### src/hdl/nibble_exec_map.svh
// constants for the nibble core execute subset: opcodes, fields, reset values
// assumes one clock; included by bare name from every design file that needs it
`ifndef NIBBLE_EXEC_MAP_SVH
`define NIBBLE_EXEC_MAP_SVH

////////////////////////////////////////////////////////////////////////////////
// opcodes given by the instruction definitions
`define OPC_ADC_MEM    8'h08
`define OPC_ADD_MEM    8'h09
`define OPC_DEC_MEM    8'h0D
`define OPC_AND_ACC_M  8'h1A
`define OPC_AND_M_ACC  8'h1D
`define OPC_DEC_REG    8'b0001_???1
`define OPC_CLEAR_C    8'h2A
`define OPC_DEC_ADJ    8'h36
`define OPC_DEC_ACC    8'h3F
`define OPC_ADD_IMM    8'h40
`define OPC_AND_IMM    8'h42
`define OPC_CALL       8'hF?

////////////////////////////////////////////////////////////////////////////////
// opcodes with no printed code: table reads, sound, power-down
`define OPC_READ_R4A   8'h4E
`define OPC_READ_MRA   8'h4C
`define OPC_ROM_FETCH_FIXED_PAGE_R4A  8'h4F
`define OPC_ROM_FETCH_FIXED_PAGE_MRA  8'h4D
`define OPC_SOUND_N    8'h45
`define OPC_SOUND_A    8'h4B
`define OPC_SOUND_ONE  8'h49
`define OPC_SOUND_LOOP 8'h4A
`define OPC_SOUND_OFF  8'h48
`define OPC_HALT_1     8'h37
`define OPC_HALT_2     8'h3E

////////////////////////////////////////////////////////////////////////////////
// fields, limits and reset values
`define FIXED_PAGE     4'hF
`define DEC_ADJ_LIMIT  4'h9
`define DEC_ADJ_ADD    4'h6
`define REG_N_MAX      3'h4
`define PC_RESET       12'h000
`define PC_STEP_1      12'h001
`define PC_STEP_2      12'h002
`define NIBBLE_ONE     4'h1

`endif

### src/hdl/nibble_exec_pkg.sv
// types shared by the execute subset and its nibble alu
// assumes the constants header holds all numeric values
package nibble_exec_pkg;

    typedef enum logic [4:0]
    {
        ST_BOOT = 5'h01,
        ST_OP   = 5'h02,
        ST_OPND = 5'h04,
        ST_TBL  = 5'h08,
        ST_HALT = 5'h10
    } state_t;

    typedef enum logic [2:0]
    {
        ALU_PASS = 3'h0,
        ALU_ADD  = 3'h1,
        ALU_ADC  = 3'h2,
        ALU_AND  = 3'h3,
        ALU_DEC  = 3'h4,
        ALU_DADJ = 3'h5
    } alu_op_t;

    typedef struct packed
    {
        logic [3:0] channel;
        logic on;
        logic loop;
        logic start;
    } sound_ctrl_t;

endpackage

### src/hdl/nibble_alu.sv
// four-bit arithmetic and logic unit of the execute subset, purely combinational
// assumes the caller selects operands and carry in; carry passes through unless changed
`timescale 1ns/1ns
`default_nettype none
`include "nibble_exec_map.svh"

module nibble_alu (
    input wire nibble_exec_pkg::alu_op_t op,
    input wire logic [3:0] a,
    input wire logic [3:0] b,
    input wire logic cin,
    output logic [3:0] y,
    output logic cout
);

    logic [4:0] sum;

    always_comb
    begin
        sum = 5'h00;
        y = a;
        cout = cin;
        unique case (op)
            nibble_exec_pkg::ALU_ADD:
            begin
                sum = {1'b0, a} + {1'b0, b};
                y = sum[3:0];
                cout = sum[4];
            end
            nibble_exec_pkg::ALU_ADC:
            begin
                sum = {1'b0, a} + {1'b0, b} + {4'h0, cin};
                y = sum[3:0];
                cout = sum[4];
            end
            nibble_exec_pkg::ALU_AND:
            begin
                y = a & b;
            end
            nibble_exec_pkg::ALU_DEC:
            begin
                // carry deliberately left alone
                y = a - `NIBBLE_ONE;
            end
            nibble_exec_pkg::ALU_DADJ:
            begin
                if (a > `DEC_ADJ_LIMIT || cin)
                begin
                    y = a + `DEC_ADJ_ADD;
                    cout = 1'b1;
                end
            end
            nibble_exec_pkg::ALU_PASS:
            begin
                y = a;
            end
            default:
            begin
                y = a;
            end
        endcase
    end

endmodule
`default_nettype wire

### src/hdl/nibble_cpu_exec_subset.sv
// execute subset of a 4-bit core: table reads, sound commands, power-down, alu group, call
// assumes a synchronous program rom on ref_clk with one cycle of read latency
// What this block does
// RULE_01 - table read to high register and accumulator
// RULE_02 - table read into pointed memory and accumulator
// RULE_03 - fixed page variants read from page F
// RULE_04 - two-byte sound command selects immediate channel
// RULE_05 - one-byte sound command channel from accumulator
// RULE_06 - sound one pass, loop, or stop
// RULE_07 - two-byte power-down enters halt state
// RULE_08 - add memory plus carry, carry updated
// RULE_09 - add immediate nibble, carry updated
// RULE_10 - add memory without carry in
// RULE_11 - and immediate nibble into accumulator
// RULE_12 - and memory into accumulator
// RULE_13 - and accumulator into memory
// RULE_14 - call pushes pc plus two, jumps
// RULE_15 - clear carry flag only
// RULE_16 - decimal adjust: add six when needed
// RULE_17 - decrement accumulator, carry kept
// RULE_18 - decrement selected working register zero to four
// RULE_19 - decrement pointed memory, carry kept
// RULE_20 - fetch second byte first, pc plus two
`timescale 1ns/1ns
`default_nettype none
`include "nibble_exec_map.svh"

module nibble_cpu_exec_subset #(
    parameter int RAM_DEPTH = 128
) (
    input wire logic ref_clk,
    input wire logic rst,
    input wire logic [7:0] rom_data,
    output logic [11:0] rom_addr,
    output logic [3:0] acc,
    output logic carry_flag,
    output logic [3:0] table_high,
    output logic [11:0] return_addr,
    output logic halted,
    output logic bad_opcode,
    output nibble_exec_pkg::sound_ctrl_t sound
);

    localparam int AW = $clog2(RAM_DEPTH);

    if (RAM_DEPTH < 2 || RAM_DEPTH > 256 || (1 << AW) != RAM_DEPTH)
    begin : g_depth_check
        $error("RAM_DEPTH must be a power of two from 2 to 256");
    end

    ////////////////////////////////////////////////////////////////////////////
    // state
    nibble_exec_pkg::state_t st_reg, st_next;
    logic [11:0] pc_reg, pc_next;
    logic [11:0] rom_addr_reg, rom_addr_next;
    logic [7:0] op_reg, op_next;
    logic [3:0] acc_reg, acc_next;
    logic carry_flag_reg, carry_flag_next;
    logic [4:0][3:0] working_reg, working_next;
    logic [11:0] stack_reg, stack_next;
    logic halt_reg, halt_next;
    logic bad_reg, bad_next;
    nibble_exec_pkg::sound_ctrl_t sound_reg, sound_next;

    logic [3:0] mem [RAM_DEPTH];
    logic mem_we;
    logic [3:0] mem_wd;
    logic [7:0] pointer_pair_low;
    logic [AW-1:0] mem_idx;
    logic [3:0] mem_rd;
    logic [3:0] immediate_nibble;
    logic [2:0] working_reg_sel;

    nibble_exec_pkg::alu_op_t alu_op;
    logic [3:0] alu_a;
    logic [3:0] alu_b;
    logic alu_cin;
    logic [3:0] alu_y;
    logic alu_cout;

    assign pointer_pair_low = {working_reg[1], working_reg[0]};
    assign mem_idx = pointer_pair_low[AW-1:0];
    assign mem_rd = mem[mem_idx];
    assign immediate_nibble = rom_data[3:0];
    assign working_reg_sel = rom_data[3:1];

    ////////////////////////////////////////////////////////////////////////////
    // alu operand selection
    always_comb
    begin
        alu_op = nibble_exec_pkg::ALU_PASS;
        alu_a = acc_reg;
        alu_b = mem_rd;
        alu_cin = carry_flag_reg;
        if (st_reg == nibble_exec_pkg::ST_OP)
        begin
            casez (rom_data)
                `OPC_ADC_MEM: alu_op = nibble_exec_pkg::ALU_ADC; // [RULE_08]
                `OPC_ADD_MEM: alu_op = nibble_exec_pkg::ALU_ADD; // [RULE_10]
                `OPC_AND_ACC_M, `OPC_AND_M_ACC: alu_op = nibble_exec_pkg::ALU_AND; // [RULE_12] [RULE_13]
                `OPC_DEC_ADJ: alu_op = nibble_exec_pkg::ALU_DADJ; // [RULE_16]
                `OPC_DEC_ACC: alu_op = nibble_exec_pkg::ALU_DEC; // [RULE_17]
                `OPC_DEC_MEM:
                begin
                    alu_op = nibble_exec_pkg::ALU_DEC; // [RULE_19]
                    alu_a = mem_rd;
                end
                `OPC_DEC_REG:
                begin
                    alu_op = nibble_exec_pkg::ALU_DEC; // [RULE_18]
                    if (working_reg_sel <= `REG_N_MAX)
                    begin
                        alu_a = working_reg[working_reg_sel];
                    end
                end
                default: alu_op = nibble_exec_pkg::ALU_PASS;
            endcase
        end
        else if (st_reg == nibble_exec_pkg::ST_OPND)
        begin
            alu_b = immediate_nibble;
            if (op_reg == `OPC_ADD_IMM)
            begin
                alu_op = nibble_exec_pkg::ALU_ADD; // [RULE_09]
            end
            else if (op_reg == `OPC_AND_IMM)
            begin
                alu_op = nibble_exec_pkg::ALU_AND; // [RULE_11]
            end
        end
    end

    nibble_alu u_alu (
        .op(alu_op),
        .a(alu_a),
        .b(alu_b),
        .cin(alu_cin),
        .y(alu_y),
        .cout(alu_cout)
    );

    ////////////////////////////////////////////////////////////////////////////
    // sequencer and execute
    always_comb
    begin
        st_next = st_reg;
        pc_next = pc_reg;
        rom_addr_next = rom_addr_reg;
        op_next = op_reg;
        acc_next = acc_reg;
        carry_flag_next = carry_flag_reg;
        working_next = working_reg;
        stack_next = stack_reg;
        halt_next = halt_reg;
        bad_next = 1'b0;
        sound_next = sound_reg;
        sound_next.start = 1'b0;
        mem_we = 1'b0;
        mem_wd = alu_y;
        unique case (st_reg)
            nibble_exec_pkg::ST_BOOT:
            begin
                // rom needs one cycle before the first opcode is valid
                st_next = nibble_exec_pkg::ST_OP;
            end
            nibble_exec_pkg::ST_OP:
            begin
                pc_next = pc_reg + `PC_STEP_1;
                rom_addr_next = pc_reg + `PC_STEP_1;
                casez (rom_data)
                    `OPC_ADC_MEM, `OPC_ADD_MEM, `OPC_AND_ACC_M, `OPC_DEC_ADJ, `OPC_DEC_ACC:
                    begin
                        acc_next = alu_y; // [RULE_08] [RULE_10] [RULE_12] [RULE_16] [RULE_17]
                        carry_flag_next = alu_cout;
                    end
                    `OPC_AND_M_ACC, `OPC_DEC_MEM:
                    begin
                        mem_we = 1'b1; // [RULE_13] [RULE_19]
                    end
                    `OPC_DEC_REG:
                    begin
                        if (working_reg_sel <= `REG_N_MAX)
                        begin
                            working_next[working_reg_sel] = alu_y; // [RULE_18]
                        end
                        else
                        begin
                            bad_next = 1'b1;
                        end
                    end
                    `OPC_CLEAR_C:
                    begin
                        carry_flag_next = 1'b0; // [RULE_15]
                    end
                    `OPC_READ_R4A, `OPC_READ_MRA, `OPC_ROM_FETCH_FIXED_PAGE_R4A, `OPC_ROM_FETCH_FIXED_PAGE_MRA:
                    begin
                        // table address low byte is acc then the pointed nibble
                        op_next = rom_data;
                        pc_next = pc_reg;
                        st_next = nibble_exec_pkg::ST_TBL;
                        if (rom_data[0])
                        begin
                            rom_addr_next = {`FIXED_PAGE, acc_reg, mem_rd}; // [RULE_03]
                        end
                        else
                        begin
                            rom_addr_next = {pc_reg[11:8], acc_reg, mem_rd}; // [RULE_01] [RULE_02]
                        end
                    end
                    `OPC_SOUND_A:
                    begin
                        sound_next.channel = acc_reg; // [RULE_05]
                        sound_next.on = 1'b1;
                        sound_next.start = 1'b1;
                    end
                    `OPC_SOUND_ONE, `OPC_SOUND_LOOP:
                    begin
                        sound_next.on = 1'b1; // [RULE_06]
                        sound_next.loop = (rom_data == `OPC_SOUND_LOOP);
                        sound_next.start = 1'b1;
                    end
                    `OPC_SOUND_OFF:
                    begin
                        sound_next.on = 1'b0; // [RULE_06]
                        sound_next.loop = 1'b0;
                    end
                    `OPC_ADD_IMM, `OPC_AND_IMM, `OPC_SOUND_N, `OPC_HALT_1, `OPC_CALL:
                    begin
                        // second byte is fetched before anything executes
                        op_next = rom_data; // [RULE_20]
                        pc_next = pc_reg;
                        st_next = nibble_exec_pkg::ST_OPND;
                    end
                    default:
                    begin
                        // instructions outside this subset are skipped as one byte
                        bad_next = 1'b1;
                    end
                endcase
            end
            nibble_exec_pkg::ST_OPND:
            begin
                pc_next = pc_reg + `PC_STEP_2; // [RULE_20]
                rom_addr_next = pc_reg + `PC_STEP_2;
                st_next = nibble_exec_pkg::ST_OP;
                casez (op_reg)
                    `OPC_ADD_IMM, `OPC_AND_IMM:
                    begin
                        acc_next = alu_y; // [RULE_09] [RULE_11]
                        carry_flag_next = alu_cout;
                    end
                    `OPC_SOUND_N:
                    begin
                        sound_next.channel = immediate_nibble; // [RULE_04]
                        sound_next.on = 1'b1;
                        sound_next.start = 1'b1;
                    end
                    `OPC_HALT_1:
                    begin
                        if (rom_data == `OPC_HALT_2)
                        begin
                            halt_next = 1'b1; // [RULE_07]
                            st_next = nibble_exec_pkg::ST_HALT;
                        end
                        else
                        begin
                            bad_next = 1'b1;
                        end
                    end
                    `OPC_CALL:
                    begin
                        stack_next = pc_reg + `PC_STEP_2; // [RULE_14]
                        pc_next = {op_reg[3:0], rom_data};
                        rom_addr_next = {op_reg[3:0], rom_data};
                    end
                    default: bad_next = 1'b1;
                endcase
            end
            nibble_exec_pkg::ST_TBL:
            begin
                pc_next = pc_reg + `PC_STEP_1;
                rom_addr_next = pc_reg + `PC_STEP_1;
                st_next = nibble_exec_pkg::ST_OP;
                acc_next = rom_data[3:0]; // [RULE_01] [RULE_02]
                if (op_reg[1])
                begin
                    working_next[4] = rom_data[7:4]; // [RULE_01]
                end
                else
                begin
                    mem_we = 1'b1; // [RULE_02]
                    mem_wd = rom_data[7:4];
                end
            end
            nibble_exec_pkg::ST_HALT:
            begin
                // only reset leaves power-down; nothing else moves
                st_next = nibble_exec_pkg::ST_HALT;
            end
            default:
            begin
                st_next = nibble_exec_pkg::ST_BOOT;
            end
        endcase
    end

    always_ff @(posedge ref_clk or posedge rst)
    begin
        if (rst)
        begin
            st_reg <= nibble_exec_pkg::ST_BOOT;
            pc_reg <= `PC_RESET;
            rom_addr_reg <= `PC_RESET;
            op_reg <= 8'h00;
            acc_reg <= 4'h0;
            carry_flag_reg <= 1'b0;
            working_reg <= '0;
            stack_reg <= `PC_RESET;
            halt_reg <= 1'b0;
            bad_reg <= 1'b0;
            sound_reg <= '0;
        end
        else
        begin
            st_reg <= st_next;
            pc_reg <= pc_next;
            rom_addr_reg <= rom_addr_next;
            op_reg <= op_next;
            acc_reg <= acc_next;
            carry_flag_reg <= carry_flag_next;
            working_reg <= working_next;
            stack_reg <= stack_next;
            halt_reg <= halt_next;
            bad_reg <= bad_next;
            sound_reg <= sound_next;
        end
    end

    // data memory has no reset, as in the real array
    always_ff @(posedge ref_clk)
    begin
        if (mem_we)
        begin
            mem[mem_idx] <= mem_wd;
        end
    end

    assign rom_addr = rom_addr_reg;
    assign acc = acc_reg;
    assign carry_flag = carry_flag_reg;
    assign table_high = working_reg[4];
    assign return_addr = stack_reg;
    assign halted = halt_reg;
    assign bad_opcode = bad_reg;
    assign sound = sound_reg;
endmodule
`default_nettype wire

### config.mk
export PLATFORM = sky130hd
export DESIGN_NAME = nibble_cpu_exec_subset
export DESIGN_NICKNAME = d
export VERILOG_FILES = /design/src/hdl/nibble_exec_pkg.sv /design/src/hdl/nibble_alu.sv /design/src/hdl/nibble_cpu_exec_subset.sv
export VERILOG_INCLUDE_DIRS = /design/src /design/src/hdl
export SDC_FILE = /design/constraint.sdc
export NUM_CORES = 1
export LEC_CHECK = 0
export BUFFER_PORTS_ARGS = -buffer_cell sky130_fd_sc_hd__buf_2
export CAP_MARGIN = 10
export CORE_ASPECT_RATIO = 1.4
export CORE_MARGIN = 2
export CORE_UTILIZATION = 59
export CTS_BUF_LIST = sky130_fd_sc_hd__clkbuf_2
export CTS_CLUSTER_DIAMETER = 60
export DETAILED_ROUTE_END_ITERATION = 16
export GPL_TIMING_DRIVEN = 0
export PLACE_DENSITY = 0.79
export SLEW_MARGIN = 20
export SYNTH_ARGS = -nofsm -noshare
export SYNTH_HDL_FRONTEND = slang
export SYNTH_SLANG_ARGS = --single-unit
### constraint.sdc
create_clock -name ref_clk -period 8.1 [get_ports ref_clk]
set_clock_uncertainty 0.05 [all_clocks]
set_input_delay 1.62 -clock ref_clk [delete_from_list [all_inputs] [get_ports ref_clk]]
set_output_delay 1.62 -clock ref_clk [all_outputs]
set_load 0.005 [all_outputs]
==> qor_table.md <==
| Metric | This run | Unit |
|:---|:---|:---|
| Status | finished clean | - |
| Number of buffers added to fix hold violations after cts | 0 | - |
| Kind of start point of the critical path | flip-flop | - |
| Worst reg-to-reg path cell count | 22 | - |
| Fin util | 65.6 | % |
| First-pass detailed-route iteration total | 8 | - |
| Relative area change from synthesis to final layout | 9.74 | % |
| Max_cap viols | 0 | - |
| Placer Congestion | 1.03 | - |
| Worst slew slack as a fraction of its limit | 18.2 | % |
| Detail-routed via count per cell | 6.97 | - |
| Distinct cells, synth | 92 | - |
| Insertion delay of the later-clocked pin in the worst-skew pair | 1.21 | ns |
| Number of enable flip-flop cells after synthesis | 512 | - |
| Number of buffers inserted to repair setup after CTS | 0 | - |
| Power density relative to cell area | 273 | mW/mm² |
| Die height | 254 | µm |
| Part of the total power dissipated in the clock network | 23.5 | % |
| Placeable Area | 0.0439 | mm² |
| Arrival time of the worst setup path | 8.82 | ns |
| Count of boundary I/O pins | 52 | - |
| Total setup violations reported at the end of the flow | 0 | - |
| Aggregate global-route resource usage | 38.7 | % |
| Wire length of the first global-routing pass | 124,000 | µm |
| Worst setup startpoint | mem_idx[0] | - |
| Number of nets still failing antenna checks after routing | 0 | - |
| Final layout net count | 2,069 | - |
| 1st-iter DRT viols | 2,837 | - |
| Reg-to-reg slack, setup | 0.09 | ns |
| Final Hold Viols | 0 | - |
| Global-route congestion overflow total | 0 | - |
| Most used flip-flop cell after synthesis | sky130_fd_sc_hd__edfxtp_1 | - |
| Type of element capturing the critical path | flip-flop | - |
| Combinational share of power | 27.3 | % |
| Number of instances resized during post-cts repair | 0 | - |
| Classification of the worst-slack hold path | input pin to asynchronous set/reset pin | - |
| Switching Fraction | 34.6 | % |
| Sum of negative setup slack | 0 | ns |
| CTS Sinks | 595 | - |
| Root cell of the clock tree | sky130_fd_sc_hd__clkbuf_2 | - |
| Worst Max-Slew Pin Slew | 1.23 | ns |
| Achievable clock frequency | 125 | MHz |
| Leakage power of the design | 10.1 | nW |
| Count of mapped cells out of synthesis | 1,847 | - |
| Initial antenna violation count | 2 | - |
| Cells along the critical path | buf_6, buf_6, buf_2, nand3b_1, o22ai_1, o41ai_1, nand4_1, o21ai_0, ha_1, inv_1, fa_1, xor2_1, inv_1, and3_1, xor2_1, mux2i_1, a221oi_1, a31o_2, a31oi_1, nor2_1, a22o_4, buf_16 | - |
| Synth Register Bits | 595 | - |
| DRC violations left | 0 | - |
| Via count of the first global-routing pass | 18,400 | - |
| Standard cell with the maximum stage delay on the critical path | sky130_fd_sc_hd__o21ai_0 | - |
| Syn Nets | 1,870 | - |
| Die width | 182 | µm |
| Final critical-path required period | 8.01 | ns |
| Launching point of the worst reg2reg path | mem_idx[0] | - |
| Rows | 91 | - |
| Largest net degree at the start of global routing | 82 | - |
| Clock edge transition at the registers on the reported setup and hold paths | 0.12 | ns |
| Clock tree from TritonCTS | yes | - |
| Total number of vias | 18,800 | - |
| Number of buffers added by the clock tree synthesis step | 136 | - |
| Max reg flops | 512 | - |
| Share of post-route cells with drive strength above 1 | 21.4 | % |
| Mean Syn Cell Area | 14.2 | µm² |
| Wirelength per Cell | 32.5 | µm |
| NetSw | 2.73 | mW |
| Total of buffers placed on input and output ports | 47 | - |
| Fraction of the cycle the final worst path needs | 98.9 | % |
| VDD IR max | 0.000157 | V |
| Register containing the most flip-flops in the final layout | mem | - |
| Sequential share of power | 49.2 | % |
| Critical path data required time | 8.91 | ns |
| Internal power summed over all cells | 5.15 | mW |
| Unrepaired setup endpoints after global routing | no | - |
| Clock H-tree levels | 4 | - |
| Synth Cell Area | 0.0263 | mm² |
| Fraction of the yosys area taken by sequential cells | 66.5 | % |
| Critical Setup Path Class | flip-flop to flip-flop | - |
| Starting utilization of the core area | 59.8 | % |
| Final number of max-transition violations | 0 | - |
| Total wire length | 87,800 | µm |
| Post-detail-place hpwl | 61,500 | µm |
| FFs w/ async S/R, synth | 13.9 | % |
| Maximum count of clock buffers along a single path | 3 | - |
| Largest fanout on the critical path | 81 | - |
| Synthesis warning total | 0 | - |
| Largest stage delay, worst path | 0.79 | ns |
| Worst flop-to-flop path endpoint | mem[124][3] | - |
| Total die area | 0.0462 | mm² |
-- Yosys cell counts (21+ instances only) --
| library cell | instances | area share, % |
|---|---|---|
| sky130_fd_sc_hd__dfrtp_1 | 82 | 7.8 |
| sky130_fd_sc_hd__mux2i_1 | 31 | 1.2 |
| sky130_fd_sc_hd__nor2_1 | 214 | 3.1 |
| sky130_fd_sc_hd__nand3_1 | 41 | 0.78 |
| sky130_fd_sc_hd__nand2_1 | 125 | 1.8 |
| sky130_fd_sc_hd__buf_2 | 21 | 0.40 |
| sky130_fd_sc_hd__mux4_2 | 83 | 7.1 |
| sky130_fd_sc_hd__o22ai_1 | 49 | 1.2 |
| sky130_fd_sc_hd__clkbuf_1 | 79 | 1.1 |
| sky130_fd_sc_hd__o21ai_0 | 80 | 1.5 |
| sky130_fd_sc_hd__a21oi_1 | 55 | 1.0 |
| sky130_fd_sc_hd__a22oi_1 | 27 | 0.77 |
| sky130_fd_sc_hd__inv_1 | 30 | 0.43 |
| sky130_fd_sc_hd__edfxtp_1 | 512 | 59 |
-- worst max path at each step --
stage	depth (start not counted)	slack [ns]	endpoint
after CTS	24	0.13	mem[55][3]
after global routing	22	0.04	mem[61][2]
final	22	0.09	mem[124][3]
after global placement	18	-2.76	mem[12][2]
after detailed placement	24	0.18	mem[15][3]
after floorplan	18	0.29	mem[0][2]
-- kinds of logic (layout without fill, tap and decap cells) --
logic type               after synthesis  after routing  synth area share, %
multiplexers                         137            137                 9.33
AO/OA/AOI/OAI                        399            399                 10.6
flip-flops                           595            595                 66.5
AND/OR/NAND/NOR                      513            513                 9.11
adder cells (fa/ha/maj)               13             13                0.648
XOR/XNOR                              30             30                 1.00
buffers and inverters                160            454                 2.88
other                                  0              2                    0
-- per-stage QoR --
stage / area, µm² / total power, mW / hold WS [ns] / setup WS, ns / cells
after floorplan: 26300 / 5.11 / 0.401 / 0.285 / 1847
after global placement: 27200 / 5.86 / 0.390 / -2.76 / 2452
after detailed placement: 27600 / 6.02 / 0.396 / 0.184 / 2466
after CTS: 28800 / 7.82 / 0.348 / 0.130 / 2699
after global routing: 28800 / 8.12 / 0.380 / 0.0411 / 2700
final: 28800 / 7.88 / 0.383 / 0.0892 / 2701
-- power groups by stage --
stage	logic [mW]	clock network, mW	registers, mW
finish	2.15	1.85	3.88
global route	2.25	1.99	3.88
CTS	2.09	1.86	3.87
detailed placement	2.08	0	3.94
global placement	1.85	0	4.02
floorplan	1.16	0	3.95
-- layer usage --
metal / GRT usage, % / vias up / routed length [µm]
li1: - / 7689 / -
met2: 62.0 / 1511 / 41800
met4: 33.7 / 0 / 8860
met3: 8.58 / 451 / 8990
met5: 0 / - / 0
met1: 44.2 / 9166 / 28200
-- layout by cell type, fill, tap and decap left out, types with 12 or more instances in the layout --
cell	instances
sky130_fd_sc_hd__clkinv_1	23
sky130_fd_sc_hd__nor2_1	212
sky130_fd_sc_hd__o22ai_1	49
sky130_fd_sc_hd__buf_4	12
sky130_fd_sc_hd__nor2b_1	15
sky130_fd_sc_hd__o21ai_0	80
sky130_fd_sc_hd__ha_1	12
sky130_fd_sc_hd__nand3_1	41
sky130_fd_sc_hd__mux2i_1	31
sky130_fd_sc_hd__mux4_2	83
sky130_fd_sc_hd__dfrtp_1	82
sky130_fd_sc_hd__nor3_1	17
sky130_fd_sc_hd__buf_2	68
sky130_fd_sc_hd__clkbuf_2	192
sky130_fd_sc_hd__a22oi_1	27
sky130_fd_sc_hd__nand2_1	125
sky130_fd_sc_hd__a31oi_1	17
sky130_fd_sc_hd__a21oi_1	53
sky130_fd_sc_hd__a221oi_1	19
sky130_fd_sc_hd__nand3b_1	13
sky130_fd_sc_hd__edfxtp_1	512
sky130_fd_sc_hd__inv_1	29
sky130_fd_sc_hd__buf_16	14
sky130_fd_sc_hd__mux2_2	19
sky130_fd_sc_hd__clkbuf_1	79
sky130_fd_sc_hd__xnor2_1	19
-- worst max-delay path: cells and delay by family (launching register included) --
| family | cells | cell delay, ns |
|---|---|---|
| simple gates | 4 | 1.35 |
| compound gates | 7 | 2.87 |
| buf+inv | 6 | 1.38 |
| fa+ha+maj | 2 | 0.77 |
| mux | 1 | 0.24 |
| xor+xnor | 2 | 0.38 |
| flops | 1 | 0.47 |
-- area by class of cell --
type	count	area, µm²
flip-flops and latches	595	17500
fillers	3242	15100
multi-input cells	1092	8110
clock buffers	192	961
well taps	558	698
plain buffers	130	643
repair buffers	61	621
clock inverters	41	209
inverters	30	115
diodes	2	5.00
(Power assumes the default switching activity.)
